[src/burst_pkg.sv]
// shared constants and types for the dual burst pulse generator
package burst_pkg;
  // address width and register byte offsets
  localparam int ADDR_W = 6;
  localparam logic [5:0] OFF_MODE = 6'h00;
  localparam logic [5:0] OFF_ENABLE = 6'h04;
  localparam logic [5:0] OFF_COUNT_A = 6'h08;
  localparam logic [5:0] OFF_COUNT_B = 6'h0c;
  localparam logic [5:0] OFF_HIGH_A = 6'h10;
  localparam logic [5:0] OFF_LOW_A = 6'h14;
  localparam logic [5:0] OFF_HIGH_B = 6'h18;
  localparam logic [5:0] OFF_LOW_B = 6'h1c;
  localparam logic [5:0] OFF_STATUS = 6'h20;
  // field layout
  localparam int MODE_W = 3;
  localparam int CNT_W = 6;
  localparam int TIME_W = 11;
  localparam int FIRE_A_BIT = 0;
  localparam int FIRE_B_BIT = 1;
  localparam logic [2:0] MODE_DUAL = 3'h3;
  // reset values and the shortest phase time
  localparam logic [2:0] MODE_RST = 3'h0;
  localparam logic [5:0] COUNT_RST = 6'h00;
  localparam logic [10:0] TIME_RST = 11'h000;
  localparam logic [10:0] TIME_MIN = 11'h001;
  // bus answers
  localparam logic [1:0] RESP_OKAY = 2'h0;
  localparam logic [1:0] RESP_SLVERR = 2'h2;

  typedef struct packed {
    logic [ADDR_W-1:0] addr;
    logic [31:0] data;
    logic [3:0] strb;
  } wr_req_t;

  typedef struct packed {
    logic [CNT_W-1:0] count;
    logic [TIME_W-1:0] high;
    logic [TIME_W-1:0] low;
  } burst_cfg_t;

  typedef enum logic [1:0] {
    GEN_IDLE = 2'h0,
    GEN_HIGH = 2'h1,
    GEN_LOW = 2'h3
  } gen_state_t;
endpackage

[src/axi_lite_port.sv]
// axi4-lite slave handshake front end with one write and one read slot
`timescale 1ns/10ps
module axi_lite_port
  import burst_pkg::*;
(
  // clock and reset
  input wire logic aclk,
  input wire logic aresetn,
  // write address and data
  input wire logic [ADDR_W-1:0] s_axi_awaddr,
  input wire logic s_axi_awvalid,
  output logic s_axi_awready,
  input wire logic [31:0] s_axi_wdata,
  input wire logic [3:0] s_axi_wstrb,
  input wire logic s_axi_wvalid,
  output logic s_axi_wready,
  // write response
  output logic [1:0] s_axi_bresp,
  output logic s_axi_bvalid,
  input wire logic s_axi_bready,
  // read address and data
  input wire logic [ADDR_W-1:0] s_axi_araddr,
  input wire logic s_axi_arvalid,
  output logic s_axi_arready,
  output logic [31:0] s_axi_rdata,
  output logic [1:0] s_axi_rresp,
  output logic s_axi_rvalid,
  input wire logic s_axi_rready,
  // register file side
  output wr_req_t wr_req,
  output logic wr_en,
  input wire logic wr_err,
  output logic [ADDR_W-1:0] rd_addr,
  output logic rd_en,
  input wire logic [31:0] rd_data,
  input wire logic rd_err
);
  logic aw_full_r;
  logic w_full_r;
  logic [ADDR_W-1:0] awaddr_r;
  logic [31:0] wdata_r;
  logic [3:0] wstrb_r;
  logic bvalid_r;
  logic [1:0] bresp_r;
  logic rvalid_r;
  logic [1:0] rresp_r;
  logic [31:0] rdata_r;

  // one register per field, with each channel's flops in a process of its own
  assign wr_req = '{addr: awaddr_r, data: wdata_r, strb: wstrb_r};
  assign s_axi_awready = !aw_full_r;
  assign s_axi_wready = !w_full_r;
  // writes wait for the previous response to drain, so one write at a time
  assign wr_en = aw_full_r && w_full_r && !bvalid_r;
  assign s_axi_bvalid = bvalid_r;
  assign s_axi_bresp = bresp_r;
  assign s_axi_arready = !rvalid_r;
  assign rd_en = s_axi_arvalid && !rvalid_r;
  assign rd_addr = s_axi_araddr;
  assign s_axi_rvalid = rvalid_r;
  assign s_axi_rresp = rresp_r;
  assign s_axi_rdata = rdata_r;

  always_ff @(posedge aclk) begin
    if (!aresetn) begin
      aw_full_r <= 1'b0;
      awaddr_r <= '0;
    end else if (s_axi_awvalid && !aw_full_r) begin
      aw_full_r <= 1'b1;
      awaddr_r <= s_axi_awaddr;
    end else if (wr_en) begin
      aw_full_r <= 1'b0;
    end
  end

  always_ff @(posedge aclk) begin
    if (!aresetn) begin
      w_full_r <= 1'b0;
      wdata_r <= '0;
      wstrb_r <= '0;
    end else if (s_axi_wvalid && !w_full_r) begin
      w_full_r <= 1'b1;
      wdata_r <= s_axi_wdata;
      wstrb_r <= s_axi_wstrb;
    end else if (wr_en) begin
      w_full_r <= 1'b0;
    end
  end

  always_ff @(posedge aclk) begin
    if (!aresetn) begin
      bvalid_r <= 1'b0;
      bresp_r <= RESP_OKAY;
    end else if (wr_en) begin
      bvalid_r <= 1'b1;
      bresp_r <= wr_err ? RESP_SLVERR : RESP_OKAY;
    end else if (s_axi_bready) begin
      bvalid_r <= 1'b0;
    end
  end

  always_ff @(posedge aclk) begin
    if (!aresetn) begin
      rvalid_r <= 1'b0;
      rresp_r <= RESP_OKAY;
      rdata_r <= '0;
    end else if (rd_en) begin
      rvalid_r <= 1'b1;
      rresp_r <= rd_err ? RESP_SLVERR : RESP_OKAY;
      rdata_r <= rd_data;
    end else if (s_axi_rready) begin
      rvalid_r <= 1'b0;
    end
  end
endmodule

[src/burst_gen.sv]
// one burst generator: a counted train of high and low phases
`timescale 1ns/10ps
module burst_gen
  import burst_pkg::*;
(
  // clock and reset
  input wire logic aclk,
  input wire logic aresetn,
  // control
  input wire logic fire,
  input wire logic abort,
  input wire burst_cfg_t cfg,
  // status and drive
  output logic drive,
  output logic busy,
  output logic done
);
  gen_state_t state_r;
  gen_state_t state_nxt;
  burst_cfg_t cfg_r;
  logic [TIME_W-1:0] timer_r;
  logic [CNT_W-1:0] left_r;
  logic drive_r;
  logic done_r;
  logic [TIME_W-1:0] timer_inc;
  logic [TIME_W-1:0] limit;
  logic hit;

  // a zero duration still gives one cycle so the train never stalls
  assign limit = (state_r == GEN_HIGH) ? ((cfg_r.high == TIME_RST) ? TIME_MIN : cfg_r.high)
                                       : ((cfg_r.low == TIME_RST) ? TIME_MIN : cfg_r.low);
  assign timer_inc = timer_r + TIME_MIN;
  assign hit = (timer_inc >= limit);
  assign busy = (state_r != GEN_IDLE);
  assign drive = drive_r;
  assign done = done_r;

  always_comb begin
    state_nxt = state_r;
    unique case (state_r)
      GEN_IDLE: begin
        if (fire && !abort && cfg.count != COUNT_RST) begin
          state_nxt = GEN_HIGH;
        end
      end
      GEN_HIGH: begin
        if (abort) begin
          state_nxt = GEN_IDLE;
        end else if (hit) begin
          state_nxt = GEN_LOW;
        end
      end
      GEN_LOW: begin
        if (abort) begin
          state_nxt = GEN_IDLE;
        end else if (hit) begin
          state_nxt = (left_r == 6'h01) ? GEN_IDLE : GEN_HIGH;
        end
      end
      default: state_nxt = GEN_IDLE;
    endcase
  end

  always_ff @(posedge aclk) begin
    if (!aresetn) begin
      state_r <= GEN_IDLE;
    end else begin
      state_r <= state_nxt;
    end
  end

  always_ff @(posedge aclk) begin
    if (!aresetn) begin
      timer_r <= TIME_RST;
    end else if (state_nxt != state_r) begin
      timer_r <= TIME_RST;
    end else if (state_r != GEN_IDLE) begin
      timer_r <= timer_inc;
    end
  end

  // settings are latched at fire so a rewrite mid-burst cannot tear a pulse
  always_ff @(posedge aclk) begin
    if (!aresetn) begin
      cfg_r <= '0;
      left_r <= COUNT_RST;
    end else if (state_r == GEN_IDLE && fire) begin
      cfg_r <= cfg;
      left_r <= cfg.count;
    end else if (state_r == GEN_LOW && state_nxt == GEN_HIGH) begin
      left_r <= left_r - 6'h01;
    end
  end

  always_ff @(posedge aclk) begin
    if (!aresetn) begin
      drive_r <= 1'b0;
    end else begin
      drive_r <= (state_nxt == GEN_HIGH);
    end
  end

  always_ff @(posedge aclk) begin
    if (!aresetn) begin
      done_r <= 1'b0;
    end else begin
      done_r <= (state_r == GEN_IDLE && fire && !abort && cfg.count == COUNT_RST) ||
                (state_r == GEN_LOW && state_nxt == GEN_IDLE && !abort);
    end
  end
endmodule

[src/dual_burst_pulse_generator.sv]
// two independent burst generators driving the low-side outputs, axi4-lite registers
//
// The address map and register access over AXI4-Lite were left to the implementer.
`timescale 1ns/10ps
module dual_burst_pulse_generator
  import burst_pkg::*;
(
  // clock and reset
  input wire logic aclk,
  input wire logic aresetn,
  // axi4-lite write channels
  input wire logic [ADDR_W-1:0] s_axi_awaddr,
  input wire logic s_axi_awvalid,
  output logic s_axi_awready,
  input wire logic [31:0] s_axi_wdata,
  input wire logic [3:0] s_axi_wstrb,
  input wire logic s_axi_wvalid,
  output logic s_axi_wready,
  output logic [1:0] s_axi_bresp,
  output logic s_axi_bvalid,
  input wire logic s_axi_bready,
  // axi4-lite read channels
  input wire logic [ADDR_W-1:0] s_axi_araddr,
  input wire logic s_axi_arvalid,
  output logic s_axi_arready,
  output logic [31:0] s_axi_rdata,
  output logic [1:0] s_axi_rresp,
  output logic s_axi_rvalid,
  input wire logic s_axi_rready,
  // low-side drivers
  output logic low_driver_out_a,
  output logic low_driver_out_b
);
  wr_req_t wr_req;
  logic wr_en;
  logic wr_err;
  logic [ADDR_W-1:0] rd_addr;
  logic rd_en;
  logic [31:0] rd_data;
  logic rd_err;
  logic [5:0] wr_off;
  logic [5:0] rd_off;
  logic [31:0] wr_old;
  logic [31:0] wr_val;
  logic [MODE_W-1:0] mode_r;
  burst_cfg_t cfg_a_r;
  burst_cfg_t cfg_b_r;
  logic [1:0] done_sticky_r;
  logic mode_dual;
  logic mode_leave;
  logic abort;
  logic fire_a;
  logic fire_b;
  logic busy_a;
  logic busy_b;
  logic done_a;
  logic done_b;
  logic drive_a;
  logic drive_b;

  function automatic logic is_mapped(input logic [5:0] off);
    is_mapped = (off == OFF_MODE) || (off == OFF_ENABLE) || (off == OFF_COUNT_A) ||
                (off == OFF_COUNT_B) || (off == OFF_HIGH_A) || (off == OFF_LOW_A) ||
                (off == OFF_HIGH_B) || (off == OFF_LOW_B) || (off == OFF_STATUS);
  endfunction

  axi_lite_port u_port (
    .aclk(aclk),
    .aresetn(aresetn),
    .s_axi_awaddr(s_axi_awaddr),
    .s_axi_awvalid(s_axi_awvalid),
    .s_axi_awready(s_axi_awready),
    .s_axi_wdata(s_axi_wdata),
    .s_axi_wstrb(s_axi_wstrb),
    .s_axi_wvalid(s_axi_wvalid),
    .s_axi_wready(s_axi_wready),
    .s_axi_bresp(s_axi_bresp),
    .s_axi_bvalid(s_axi_bvalid),
    .s_axi_bready(s_axi_bready),
    .s_axi_araddr(s_axi_araddr),
    .s_axi_arvalid(s_axi_arvalid),
    .s_axi_arready(s_axi_arready),
    .s_axi_rdata(s_axi_rdata),
    .s_axi_rresp(s_axi_rresp),
    .s_axi_rvalid(s_axi_rvalid),
    .s_axi_rready(s_axi_rready),
    .wr_req(wr_req),
    .wr_en(wr_en),
    .wr_err(wr_err),
    .rd_addr(rd_addr),
    .rd_en(rd_en),
    .rd_data(rd_data),
    .rd_err(rd_err)
  );

  // sub-word address bits are ignored, every register is one aligned word
  assign wr_off = {wr_req.addr[5:2], 2'h0};
  assign rd_off = {rd_addr[5:2], 2'h0};
  assign wr_err = !is_mapped(wr_off);
  assign rd_err = !is_mapped(rd_off);

  always_comb begin
    wr_old = 32'h0000_0000;
    unique case (wr_off)
      OFF_MODE: wr_old = {29'h0, mode_r};
      OFF_COUNT_A: wr_old = {26'h0, cfg_a_r.count};
      OFF_COUNT_B: wr_old = {26'h0, cfg_b_r.count};
      OFF_HIGH_A: wr_old = {21'h0, cfg_a_r.high};
      OFF_LOW_A: wr_old = {21'h0, cfg_a_r.low};
      OFF_HIGH_B: wr_old = {21'h0, cfg_b_r.high};
      OFF_LOW_B: wr_old = {21'h0, cfg_b_r.low};
      default: wr_old = 32'h0000_0000;
    endcase
    for (int i = 0; i < 4; i++) begin
      wr_val[i*8 +: 8] = wr_req.strb[i] ? wr_req.data[i*8 +: 8] : wr_old[i*8 +: 8];
    end
  end

  assign mode_dual = (mode_r == MODE_DUAL);
  // leaving dual mode stops both trains on the same edge the mode changes
  assign mode_leave = wr_en && wr_off == OFF_MODE && wr_val[MODE_W-1:0] != MODE_DUAL;
  assign abort = !mode_dual || mode_leave;
  assign fire_a = wr_en && wr_off == OFF_ENABLE && wr_req.strb[0] &&
                  wr_req.data[FIRE_A_BIT] && mode_dual;
  assign fire_b = wr_en && wr_off == OFF_ENABLE && wr_req.strb[0] &&
                  wr_req.data[FIRE_B_BIT] && mode_dual;

  always_ff @(posedge aclk) begin
    if (!aresetn) begin
      mode_r <= MODE_RST;
    end else if (wr_en && wr_off == OFF_MODE) begin
      mode_r <= wr_val[MODE_W-1:0];
    end
  end

  always_ff @(posedge aclk) begin
    if (!aresetn) begin
      cfg_a_r <= {COUNT_RST, TIME_RST, TIME_RST};
      cfg_b_r <= {COUNT_RST, TIME_RST, TIME_RST};
    end else if (wr_en) begin
      if (wr_off == OFF_COUNT_A) cfg_a_r.count <= wr_val[CNT_W-1:0];
      if (wr_off == OFF_COUNT_B) cfg_b_r.count <= wr_val[CNT_W-1:0];
      if (wr_off == OFF_HIGH_A) cfg_a_r.high <= wr_val[TIME_W-1:0];
      if (wr_off == OFF_LOW_A) cfg_a_r.low <= wr_val[TIME_W-1:0];
      if (wr_off == OFF_HIGH_B) cfg_b_r.high <= wr_val[TIME_W-1:0];
      if (wr_off == OFF_LOW_B) cfg_b_r.low <= wr_val[TIME_W-1:0];
    end
  end

  // done flags: a new completion wins over a simultaneous write-one clear
  always_ff @(posedge aclk) begin
    if (!aresetn) begin
      done_sticky_r <= 2'h0;
    end else if (wr_en && wr_off == OFF_STATUS && wr_req.strb[0]) begin
      done_sticky_r <= (done_sticky_r & ~wr_req.data[1:0]) | {done_b, done_a};
    end else begin
      done_sticky_r <= done_sticky_r | {done_b, done_a};
    end
  end

  always_comb begin
    rd_data = 32'h0000_0000;
    unique case (rd_off)
      OFF_MODE: rd_data = {29'h0, mode_r};
      OFF_ENABLE: rd_data = {30'h0, busy_b, busy_a};
      OFF_COUNT_A: rd_data = {26'h0, cfg_a_r.count};
      OFF_COUNT_B: rd_data = {26'h0, cfg_b_r.count};
      OFF_HIGH_A: rd_data = {21'h0, cfg_a_r.high};
      OFF_LOW_A: rd_data = {21'h0, cfg_a_r.low};
      OFF_HIGH_B: rd_data = {21'h0, cfg_b_r.high};
      OFF_LOW_B: rd_data = {21'h0, cfg_b_r.low};
      OFF_STATUS: rd_data = {30'h0, done_sticky_r};
      default: rd_data = 32'h0000_0000;
    endcase
  end

  burst_gen u_gen_a (
    .aclk(aclk),
    .aresetn(aresetn),
    .fire(fire_a),
    .abort(abort),
    .cfg(cfg_a_r),
    .drive(drive_a),
    .busy(busy_a),
    .done(done_a)
  );

  burst_gen u_gen_b (
    .aclk(aclk),
    .aresetn(aresetn),
    .fire(fire_b),
    .abort(abort),
    .cfg(cfg_b_r),
    .drive(drive_b),
    .busy(busy_b),
    .done(done_b)
  );

  assign low_driver_out_a = drive_a;
  assign low_driver_out_b = drive_b;

  // checking helpers: latched settings, pulse tally and phase lengths per channel
  logic [1:0] outs;
  logic [1:0] busys;
  logic [1:0] fires;
  logic [1:0] dones;
  burst_cfg_t lat_cfg [2];
  logic [CNT_W:0] pulses [2];
  logic [TIME_W:0] hi_run [2];
  logic [TIME_W:0] lo_run [2];
  logic [TIME_W-1:0] hi_exp [2];
  logic [TIME_W-1:0] lo_exp [2];
  assign outs = {low_driver_out_b, low_driver_out_a};
  assign busys = {busy_b, busy_a};
  assign fires = {fire_b, fire_a};
  assign dones = {done_b, done_a};

  for (genvar g = 0; g < 2; g++) begin : g_chk
    logic out_q;
    logic low_q;
    assign hi_exp[g] = (lat_cfg[g].high == TIME_RST) ? TIME_MIN : lat_cfg[g].high;
    assign lo_exp[g] = (lat_cfg[g].low == TIME_RST) ? TIME_MIN : lat_cfg[g].low;
    always_ff @(posedge aclk) begin
      if (!aresetn) begin
        lat_cfg[g] <= '0;
        pulses[g] <= '0;
        hi_run[g] <= '0;
        lo_run[g] <= '0;
        out_q <= 1'b0;
        low_q <= 1'b0;
      end else begin
        out_q <= outs[g];
        low_q <= busys[g] && !outs[g];
        if (fires[g] && !busys[g]) begin
          lat_cfg[g] <= (g == 0) ? cfg_a_r : cfg_b_r;
          pulses[g] <= '0;
          lo_run[g] <= '0;
        end else begin
          if (outs[g] && !out_q) pulses[g] <= pulses[g] + 7'h01;
          if (busys[g] && !outs[g]) lo_run[g] <= low_q ? lo_run[g] + 12'h001 : 12'h001;
        end
        if (outs[g]) hi_run[g] <= out_q ? hi_run[g] + 12'h001 : 12'h001;
      end
    end
  end

  AST_A_ONLY_GEN: assert property (@(posedge aclk) disable iff (!aresetn)
    low_driver_out_a |-> busy_a && mode_dual) else $error("output a driven outside burst a");
  AST_B_ONLY_GEN: assert property (@(posedge aclk) disable iff (!aresetn)
    fire_b && !fire_a && !busy_a |=> !busy_a && !low_driver_out_a)
    else $error("firing b disturbed channel a");
  AST_A_INDEP: assert property (@(posedge aclk) disable iff (!aresetn)
    fire_a && !fire_b && !busy_b |=> !busy_b && !low_driver_out_b)
    else $error("firing a disturbed channel b");
  AST_FIRE_A: assert property (@(posedge aclk) disable iff (!aresetn)
    fire_a && !busy_a && cfg_a_r.count != COUNT_RST |=> low_driver_out_a && busy_a)
    else $error("fire a did not start burst");
  AST_FIRE_B: assert property (@(posedge aclk) disable iff (!aresetn)
    fire_b && !busy_b && cfg_b_r.count != COUNT_RST |=> low_driver_out_b && busy_b)
    else $error("fire b did not start burst");
  AST_COUNT_A: assert property (@(posedge aclk) disable iff (!aresetn)
    done_a |-> pulses[0] == {1'b0, lat_cfg[0].count})
    else $error("wrong pulse count on a");
  AST_ZERO_A: assert property (@(posedge aclk) disable iff (!aresetn)
    fire_a && !busy_a && cfg_a_r.count == COUNT_RST |=> done_a && !busy_a)
    else $error("zero count on a did not finish at once");
  AST_COUNT_B: assert property (@(posedge aclk) disable iff (!aresetn)
    done_b |-> pulses[1] == {1'b0, lat_cfg[1].count})
    else $error("wrong pulse count on b");
  AST_ZERO_B: assert property (@(posedge aclk) disable iff (!aresetn)
    fire_b && !busy_b && cfg_b_r.count == COUNT_RST |=> done_b && !busy_b)
    else $error("zero count on b did not finish at once");
  AST_MODE_GATE: assert property (@(posedge aclk) disable iff (!aresetn)
    !mode_dual |-> !low_driver_out_a && !low_driver_out_b && !busy_a && !busy_b)
    else $error("outputs active outside dual mode");
  AST_HIGH_A: assert property (@(posedge aclk) disable iff (!aresetn)
    $fell(low_driver_out_a) && busy_a |-> hi_run[0] == {1'b0, hi_exp[0]})
    else $error("wrong high time on a");
  AST_LOW_A: assert property (@(posedge aclk) disable iff (!aresetn)
    $rose(low_driver_out_a) && lo_run[0] != '0 |-> lo_run[0] == {1'b0, lo_exp[0]})
    else $error("wrong low time on a");
  AST_HIGH_B: assert property (@(posedge aclk) disable iff (!aresetn)
    $fell(low_driver_out_b) && busy_b |-> hi_run[1] == {1'b0, hi_exp[1]})
    else $error("wrong high time on b");
  AST_LOW_B: assert property (@(posedge aclk) disable iff (!aresetn)
    $rose(low_driver_out_b) && lo_run[1] != '0 |-> lo_run[1] == {1'b0, lo_exp[1]})
    else $error("wrong low time on b");
  AST_STOP_A: assert property (@(posedge aclk) disable iff (!aresetn)
    done_a |-> !busy_a && !low_driver_out_a ##1 !low_driver_out_a)
    else $error("driver a not off after burst");
  AST_IDLE_A: assert property (@(posedge aclk) disable iff (!aresetn)
    !busy_a |-> !low_driver_out_a) else $error("driver a on while idle");
  AST_STOP_B: assert property (@(posedge aclk) disable iff (!aresetn)
    !busy_b |-> !low_driver_out_b) else $error("driver b on while idle");
endmodule

[config.mk]
export PLATFORM = sky130hd
export DESIGN_NAME = dual_burst_pulse_generator
export DESIGN_NICKNAME = d
export VERILOG_FILES = /design/src/burst_pkg.sv /design/src/axi_lite_port.sv /design/src/burst_gen.sv /design/src/dual_burst_pulse_generator.sv
export SDC_FILE = /design/constraint.sdc
export NUM_CORES = 1
export LEC_CHECK = 0
export BUFFER_PORTS_ARGS = -buffer_cell sky130_fd_sc_hd__buf_2
export CORE_ASPECT_RATIO = 0.6
export CORE_MARGIN = 2
export CORE_UTILIZATION = 50
export CTS_BUF_LIST = sky130_fd_sc_hd__clkbuf_4 sky130_fd_sc_hd__clkbuf_8 sky130_fd_sc_hd__clkbuf_16
export DETAILED_ROUTE_END_ITERATION = 8
export PLACE_DENSITY = 0.67
export SLEW_MARGIN = 20
export SYNTH_ARGS = -nofsm -noshare
export SYNTH_HDL_FRONTEND = slang
export SYNTH_HIERARCHICAL = 1
export SYNTH_SLANG_ARGS = --single-unit
[constraint.sdc]
create_clock -name aclk -period 6.2 [get_ports aclk]
set_input_delay 0.62 -clock aclk [delete_from_list [all_inputs] [get_ports aclk]]
set_output_delay 0.62 -clock aclk [all_outputs]
set_load 0.03 [all_outputs]
==> metrics.txt, run 1 <==
Final Critical Period 4100 ps; DR vias about 8,700; post-route cell area between 0.01 and 0.015 sq mm; Final Non-Filler Cells ~1,500; clock skew between 10 and 15 ps; fraction of layout cells with a size suffix above 1 0.140; most common cell after layout, fill and taps aside nand2_1; reg2reg start u_port/awaddr_r[5]; CTS H-tree depth 1; clk root buf clkbuf_16; RSZ-0062 raised after global routing false; post-layout util 0.567; Die W around 190 um; Hold Path End u_port/wdata_r[10]; Syn Area/Cell between 8 and 9 sq um; clock sinks 202; Hold Path Origin s_axi_wdata[10]; grt total ovfl 0; Yosys Warn Count 6; cts bufs inserted 20; max cap viols 0; Hold Violations, Final 0; TritonCTS clock tree yes; Nets around 1,300; core footprint approximately 0.020 sq mm; CP max FO 20; WL per Instance roughly 18 um; cell count after synthesis 1,202; filler instances approximately 1,900; FF-to-FF setup slack roughly 2100 ps; Skew-Pair Late Insertion Delay roughly 500 ps; Leakage between 4 and 5 nW; DR vias/cell approximately 5.7; FF-to-FF path depth 10; crit path kind reg -> reg; setup violators final 0; count of final max-slew check failures 0; Synth-to-Final Area Change 10.4%; post_cts resized 0; antenna viol nets, final 0; Multi-input gate area 0.00587 sq mm; DR DRC count 0; setup TNS 0 ps; Area after DPL 0.0107 sq mm; FF+latch area 0.00404 sq mm; post-CTS repair timing setup buffer count 0; Initial Utilization 0.514; Inst Count DP 1,488; gpl congestion approximately 1; DR iter-0 viols around 730; Power Density 247 mW/mm^2; status finished, final reports clean; vias in the first global route around 8,000; first-pass GRT wire length ~43,000 um; Worst EP arrival between 4000 and 5000 ps; most frequent cells in the layout 228 x nand2_1, 202 x dfxtp_1, 104 x nor2_1; worst hold path depth 3; clk buf depth 3; final worst-path cycle share 0.661; chip height 115 um; Port Buffers between 60 and 70; clock-pin transition on the worst setup and hold timing paths roughly 70 ps; antenna violations before repair 0; Crit path required time around 6600 ps; # rows 40; maximum VDD drop about 0.00018 V; die area 0.0219 sq mm; Worst Slack Setup Final roughly 2100 ps; hold crit path type in -> reg; hold buffers post-CTS 0; relative slew slack 0.327; GRT Resource Usage Total 0.248; area of the mapped netlist around 0.010 sq mm; Least-Margin Pin Slew between 1000 and 1500 ps; Max Freq 244 MHz; pre-CTS WS 2350 ps; IO Pins 98; TritonRoute pass-1 iters 6; largest net degree at the start of global routing approximately 70; DP Wirelength roughly 19,000 um; startpoint types register; WL final approximately 27,000 um; # diodes 0; R2R Path End u_gen_a/left_r[5]; CP endpoint kind register
[stage by stage]
| step | power, mW | hold slack [ps] |
|---|---|---|
| floorplan | 1.51 | 413 |
| global placement | 1.55 | 438 |
| detailed placement | 1.55 | 445 |
| CTS | 2.84 | 349 |
| global route | 2.91 | 364 |
| finish | 2.82 | 364 |
[power breakdown]
group          total, mW  internal [mW]  switching (mW)
clock               1.29          0.772           0.520
sequential          1.34           1.32          0.0216
combinational      0.192         0.0623           0.129
[layer usage]
layer | wire length, um | global-route usage | up-vias
met5 | 0 | 0.00641 | -
met4 | 250 | 0.0320 | 0
li1 | - | - | 4260
met3 | 2770 | 0.0603 | 23
met2 | 10400 | 0.349 | 304
met1 | 13500 | 0.389 | 4094
[flip-flops by register name (all words and copies together) (netlist names), 3 cells and up]
name,count
u_port/s_axi_rdata,32
cfg_a_r,28
cfg_b_r,28
u_gen_a/cfg_r,22
u_gen_b/cfg_r,22
u_gen_a/timer_r,11
u_gen_b/timer_r,11
u_port/wdata_r,11
u_gen_a/left_r,6
u_gen_b/left_r,6
u_port/awaddr_r,4
mode_r,3
[cell type report]
cell class / count / share of cell area
sequential: 202 / 0.354
timing repair buffer: 80 / 0.0379
clock inverter: 9 / 0.0139
multi-input combinational: 918 / 0.514
clock buffer: 23 / 0.0457
inverter: 15 / 0.00536
tap: 273 / 0.0299
[critical path: stages (launching register included)]
cell	delay [ps]
dfxtp_1	590
nor3b_1	920
a32oi_1	250
o211a_1	300
or4b_1	510
a21o_1	310
nor2b_1	390
nand2_4	100
a2111oi_2	340
xnor2_1	160
a21oi_1	80
[worst max-delay path by stage]
stage | from | end | slack (ps) | cells after the start
6_report | u_port/awaddr_r[5] | u_gen_a/left_r[5] | 2100 | 10
5_1_grt | u_port/awaddr_r[5] | u_gen_a/left_r[5] | 1890 | 10
4_1_cts | u_port/awaddr_r[5] | u_gen_a/left_r[5] | 2290 | 10
3_5_place_dp | u_port/awaddr_r[5] | u_gen_a/left_r[5] | 2350 | 10
3_3_place_gp | u_port/awaddr_r[5] | u_gen_a/left_r[5] | 2430 | 10
2_1_floorplan | u_port/awaddr_r[5] | u_gen_a/left_r[5] | 3230 | 11
Power figures use the tool's default switching activity.
==> run 2: changes to the inputs <==
--- a/config.mk
+++ b/config.mk
@@ -11,7 +11,7 @@
 export CORE_UTILIZATION = 50
 export CTS_BUF_LIST = sky130_fd_sc_hd__clkbuf_4 sky130_fd_sc_hd__clkbuf_8 sky130_fd_sc_hd__clkbuf_16
 export DETAILED_ROUTE_END_ITERATION = 8
-export PLACE_DENSITY = 0.67
+export PLACE_DENSITY = 0.69
 export SLEW_MARGIN = 20
 export SYNTH_ARGS = -nofsm -noshare
 export SYNTH_HDL_FRONTEND = slang
==> constraint.sdc (replaced) <==
create_clock -name aclk -period 3.51 [get_ports aclk]
set_input_delay 0.351 -clock aclk [delete_from_list [all_inputs] [get_ports aclk]]
set_output_delay 0.351 -clock aclk [all_outputs]
set_load 0.03 [all_outputs]
==> metrics.txt, run 2 (synthesized netlist as in run 1, its figures left out) <==
Worst Slack Setup Final 191 ps (was 2100 ps); crit path kind reg -> reg (unchanged); Final Non-Filler Cells 1,539 (was 1,520); hold crit path type in -> reg (unchanged); Max Freq 301 MHz (was 244 MHz); fraction of layout cells with a size suffix above 1 0.150 (was 0.140); maximum VDD drop 0.000292 V (was 0.000180 V); clk buf depth 3 (unchanged); post-route cell area 0.0115 sq mm (was 0.0114 sq mm); Hold Violations, Final 0 (unchanged); Inst Count DP 1,503 (was 1,488); DR DRC count 0 (unchanged); CP max stage delay 490 ps (was 920 ps); largest net degree at the start of global routing 65 (was 68); Power Density 419 mW/mm^2 (was 247 mW/mm^2); # rows 40 (unchanged); max reg flops 32 (unchanged); clock skew 15.4 ps (was 13.4 ps); setup violators final 0 (unchanged); final hold slack 93.0 ps (was 364 ps); TritonRoute pass-1 iters 7 (was 6); Port Buffers 68 (unchanged); DP Wirelength 19,600 um (was 19,400 um); final worst-path cycle share 0.946 (was 0.661); RSZ-0062 raised after global routing true (was false); startpoint types register (unchanged); Top Family by Delay on Critical Path simple AND/OR/NAND/NOR gates (unchanged); CP Buf/Inv Count 1 (was 0); pre-CTS WS 263 ps (was 2350 ps); Final Critical Period 3320 ps (was 4100 ps); IO Pins 98 (unchanged); die area 0.0219 sq mm (unchanged); Power Total 4.83 mW (was 2.82 mW); gpl congestion 0.964 (was 0.998); WL per Instance 17.5 um (was 17.7 um); count of final max-slew check failures 0 (unchanged); Initial Utilization 0.514 (unchanged); first-pass GRT wire length 42,600 um (was 43,300 um); CP max FO 19 (was 20); Synth-to-Final Area Change 11.3% (was 10.4%); Least-Margin Pin Slew 1010 ps (about the same); Skew-Pair Late Insertion Delay 510 ps (was 500 ps); Nets 1,337 (was 1,320); status finished, final reports clean (unchanged); Crit path required time 3880 ps (was 6560 ps); relative slew slack 0.328 (was 0.327); Worst EP arrival 3690 ps (was 4460 ps); clk root buf clkbuf_16 (unchanged); core footprint 0.0202 sq mm (unchanged); Die W 190 um (unchanged); chip height 115 um (unchanged); grt total ovfl 0 (unchanged); CP endpoint kind register (unchanged); max cap viols 0 (unchanged); antenna viol nets, final 0 (unchanged); DR vias/cell 5.63 (was 5.71); CTS H-tree depth 1 (unchanged); GRT Resource Usage Total 0.245 (was 0.248); WL final 26,900 um (about the same); DR iter-0 viols 791 (was 732); DR vias 8,663 (was 8,681); CP max stage cell or3b_2 (was nor3b_1); cts bufs inserted 21 (was 20); TritonCTS clock tree yes (unchanged); # diodes 0 (unchanged); antenna violations before repair 0 (unchanged); most frequent cells in the layout 230 x nand2_1, 202 x dfxtp_1, 104 x nor2_1 (was 228 x nand2_1, 202 x dfxtp_1, 104 x nor2_1); clock sinks 202 (unchanged); most common cell after layout, fill and taps aside nand2_1 (unchanged); vias in the first global route 7,766 (was 8,005); crit-path cells buf_12, or3b_2, and2_1, o21ai_0, or4b_1, a21o_1, nor2b_1, nand2_4, a2111oi_2, xnor2_1, a21oi_1 (was nor3b_1, a32oi_1, o211a_1, or4b_1, a21o_1, nor2b_1, nand2_4, a2111oi_2, xnor2_1, a21oi_1); Area after DPL 0.0109 sq mm (was 0.0107 sq mm); Leakage 4.20 nW (was 4.12 nW); clock-pin transition on the worst setup and hold timing paths 60 ps (was 70 ps)
## run 2: final timing paths
check / start / slack (ps) / depth (start not counted) / endpoint
worst min-delay path: s_axi_awvalid / 90 / 3 / u_port/aw_full_r
worst min register to register: u_port/s_axi_rdata[20] / 450 / 2 / u_port/s_axi_rdata[20]
worst max-delay path: u_port/awaddr_r[4] / 190 / 11 / u_gen_a/left_r[5]
worst max register to register: u_port/awaddr_r[4] / 190 / 11 / u_gen_a/left_r[5]
## run 2: repair_timing
item / 4_1_cts / 5_1_grt
setup buffers: 0 / 1
setup endpoints to repair: 0 / 13
hold buffers: 0 / 0
resized for setup: 0 / 1
## run 2: area by class of cell
cell class                 instances  area (sq um)
tap                              273           342
inverter                          15          61.3
multi-input combinational        918          5870
clock inverter                     7          42.5
fill                            1864          8650
sequential                       202          4040
clock buffer                      28           603
timing repair buffer              96           566
## run 2: through the flow
step | util | setup TNS [ps]
global placement | 0.539 | 0
global route | 0.571 | -32.1
floorplan | - | 0
CTS | 0.571 | 0
detailed placement | 0.539 | 0
finish | 0.571 | 0
## run 2: metal layers
layer	global-route usage	part of all wire	up-vias
met5	0	0	-
met4	0.0444	0.014	0
met3	0.0575	0.081	43
met2	0.321	0.37	282
met1	0.398	0.53	4045
li1	-	-	4293
## run 2: tightest hold or removal path, cell delays in order
cell	delay [ps]
buf_2	80
o21ai_0	60
nor2_1	70
## run 2: report_power, final
group / switching [mW] / internal, mW / leakage (nW)
clock: 0.919 / 1.21 / 0.330
combinational: 0.226 / 0.117 / 2.23
sequential: 0.0379 / 2.33 / 1.63
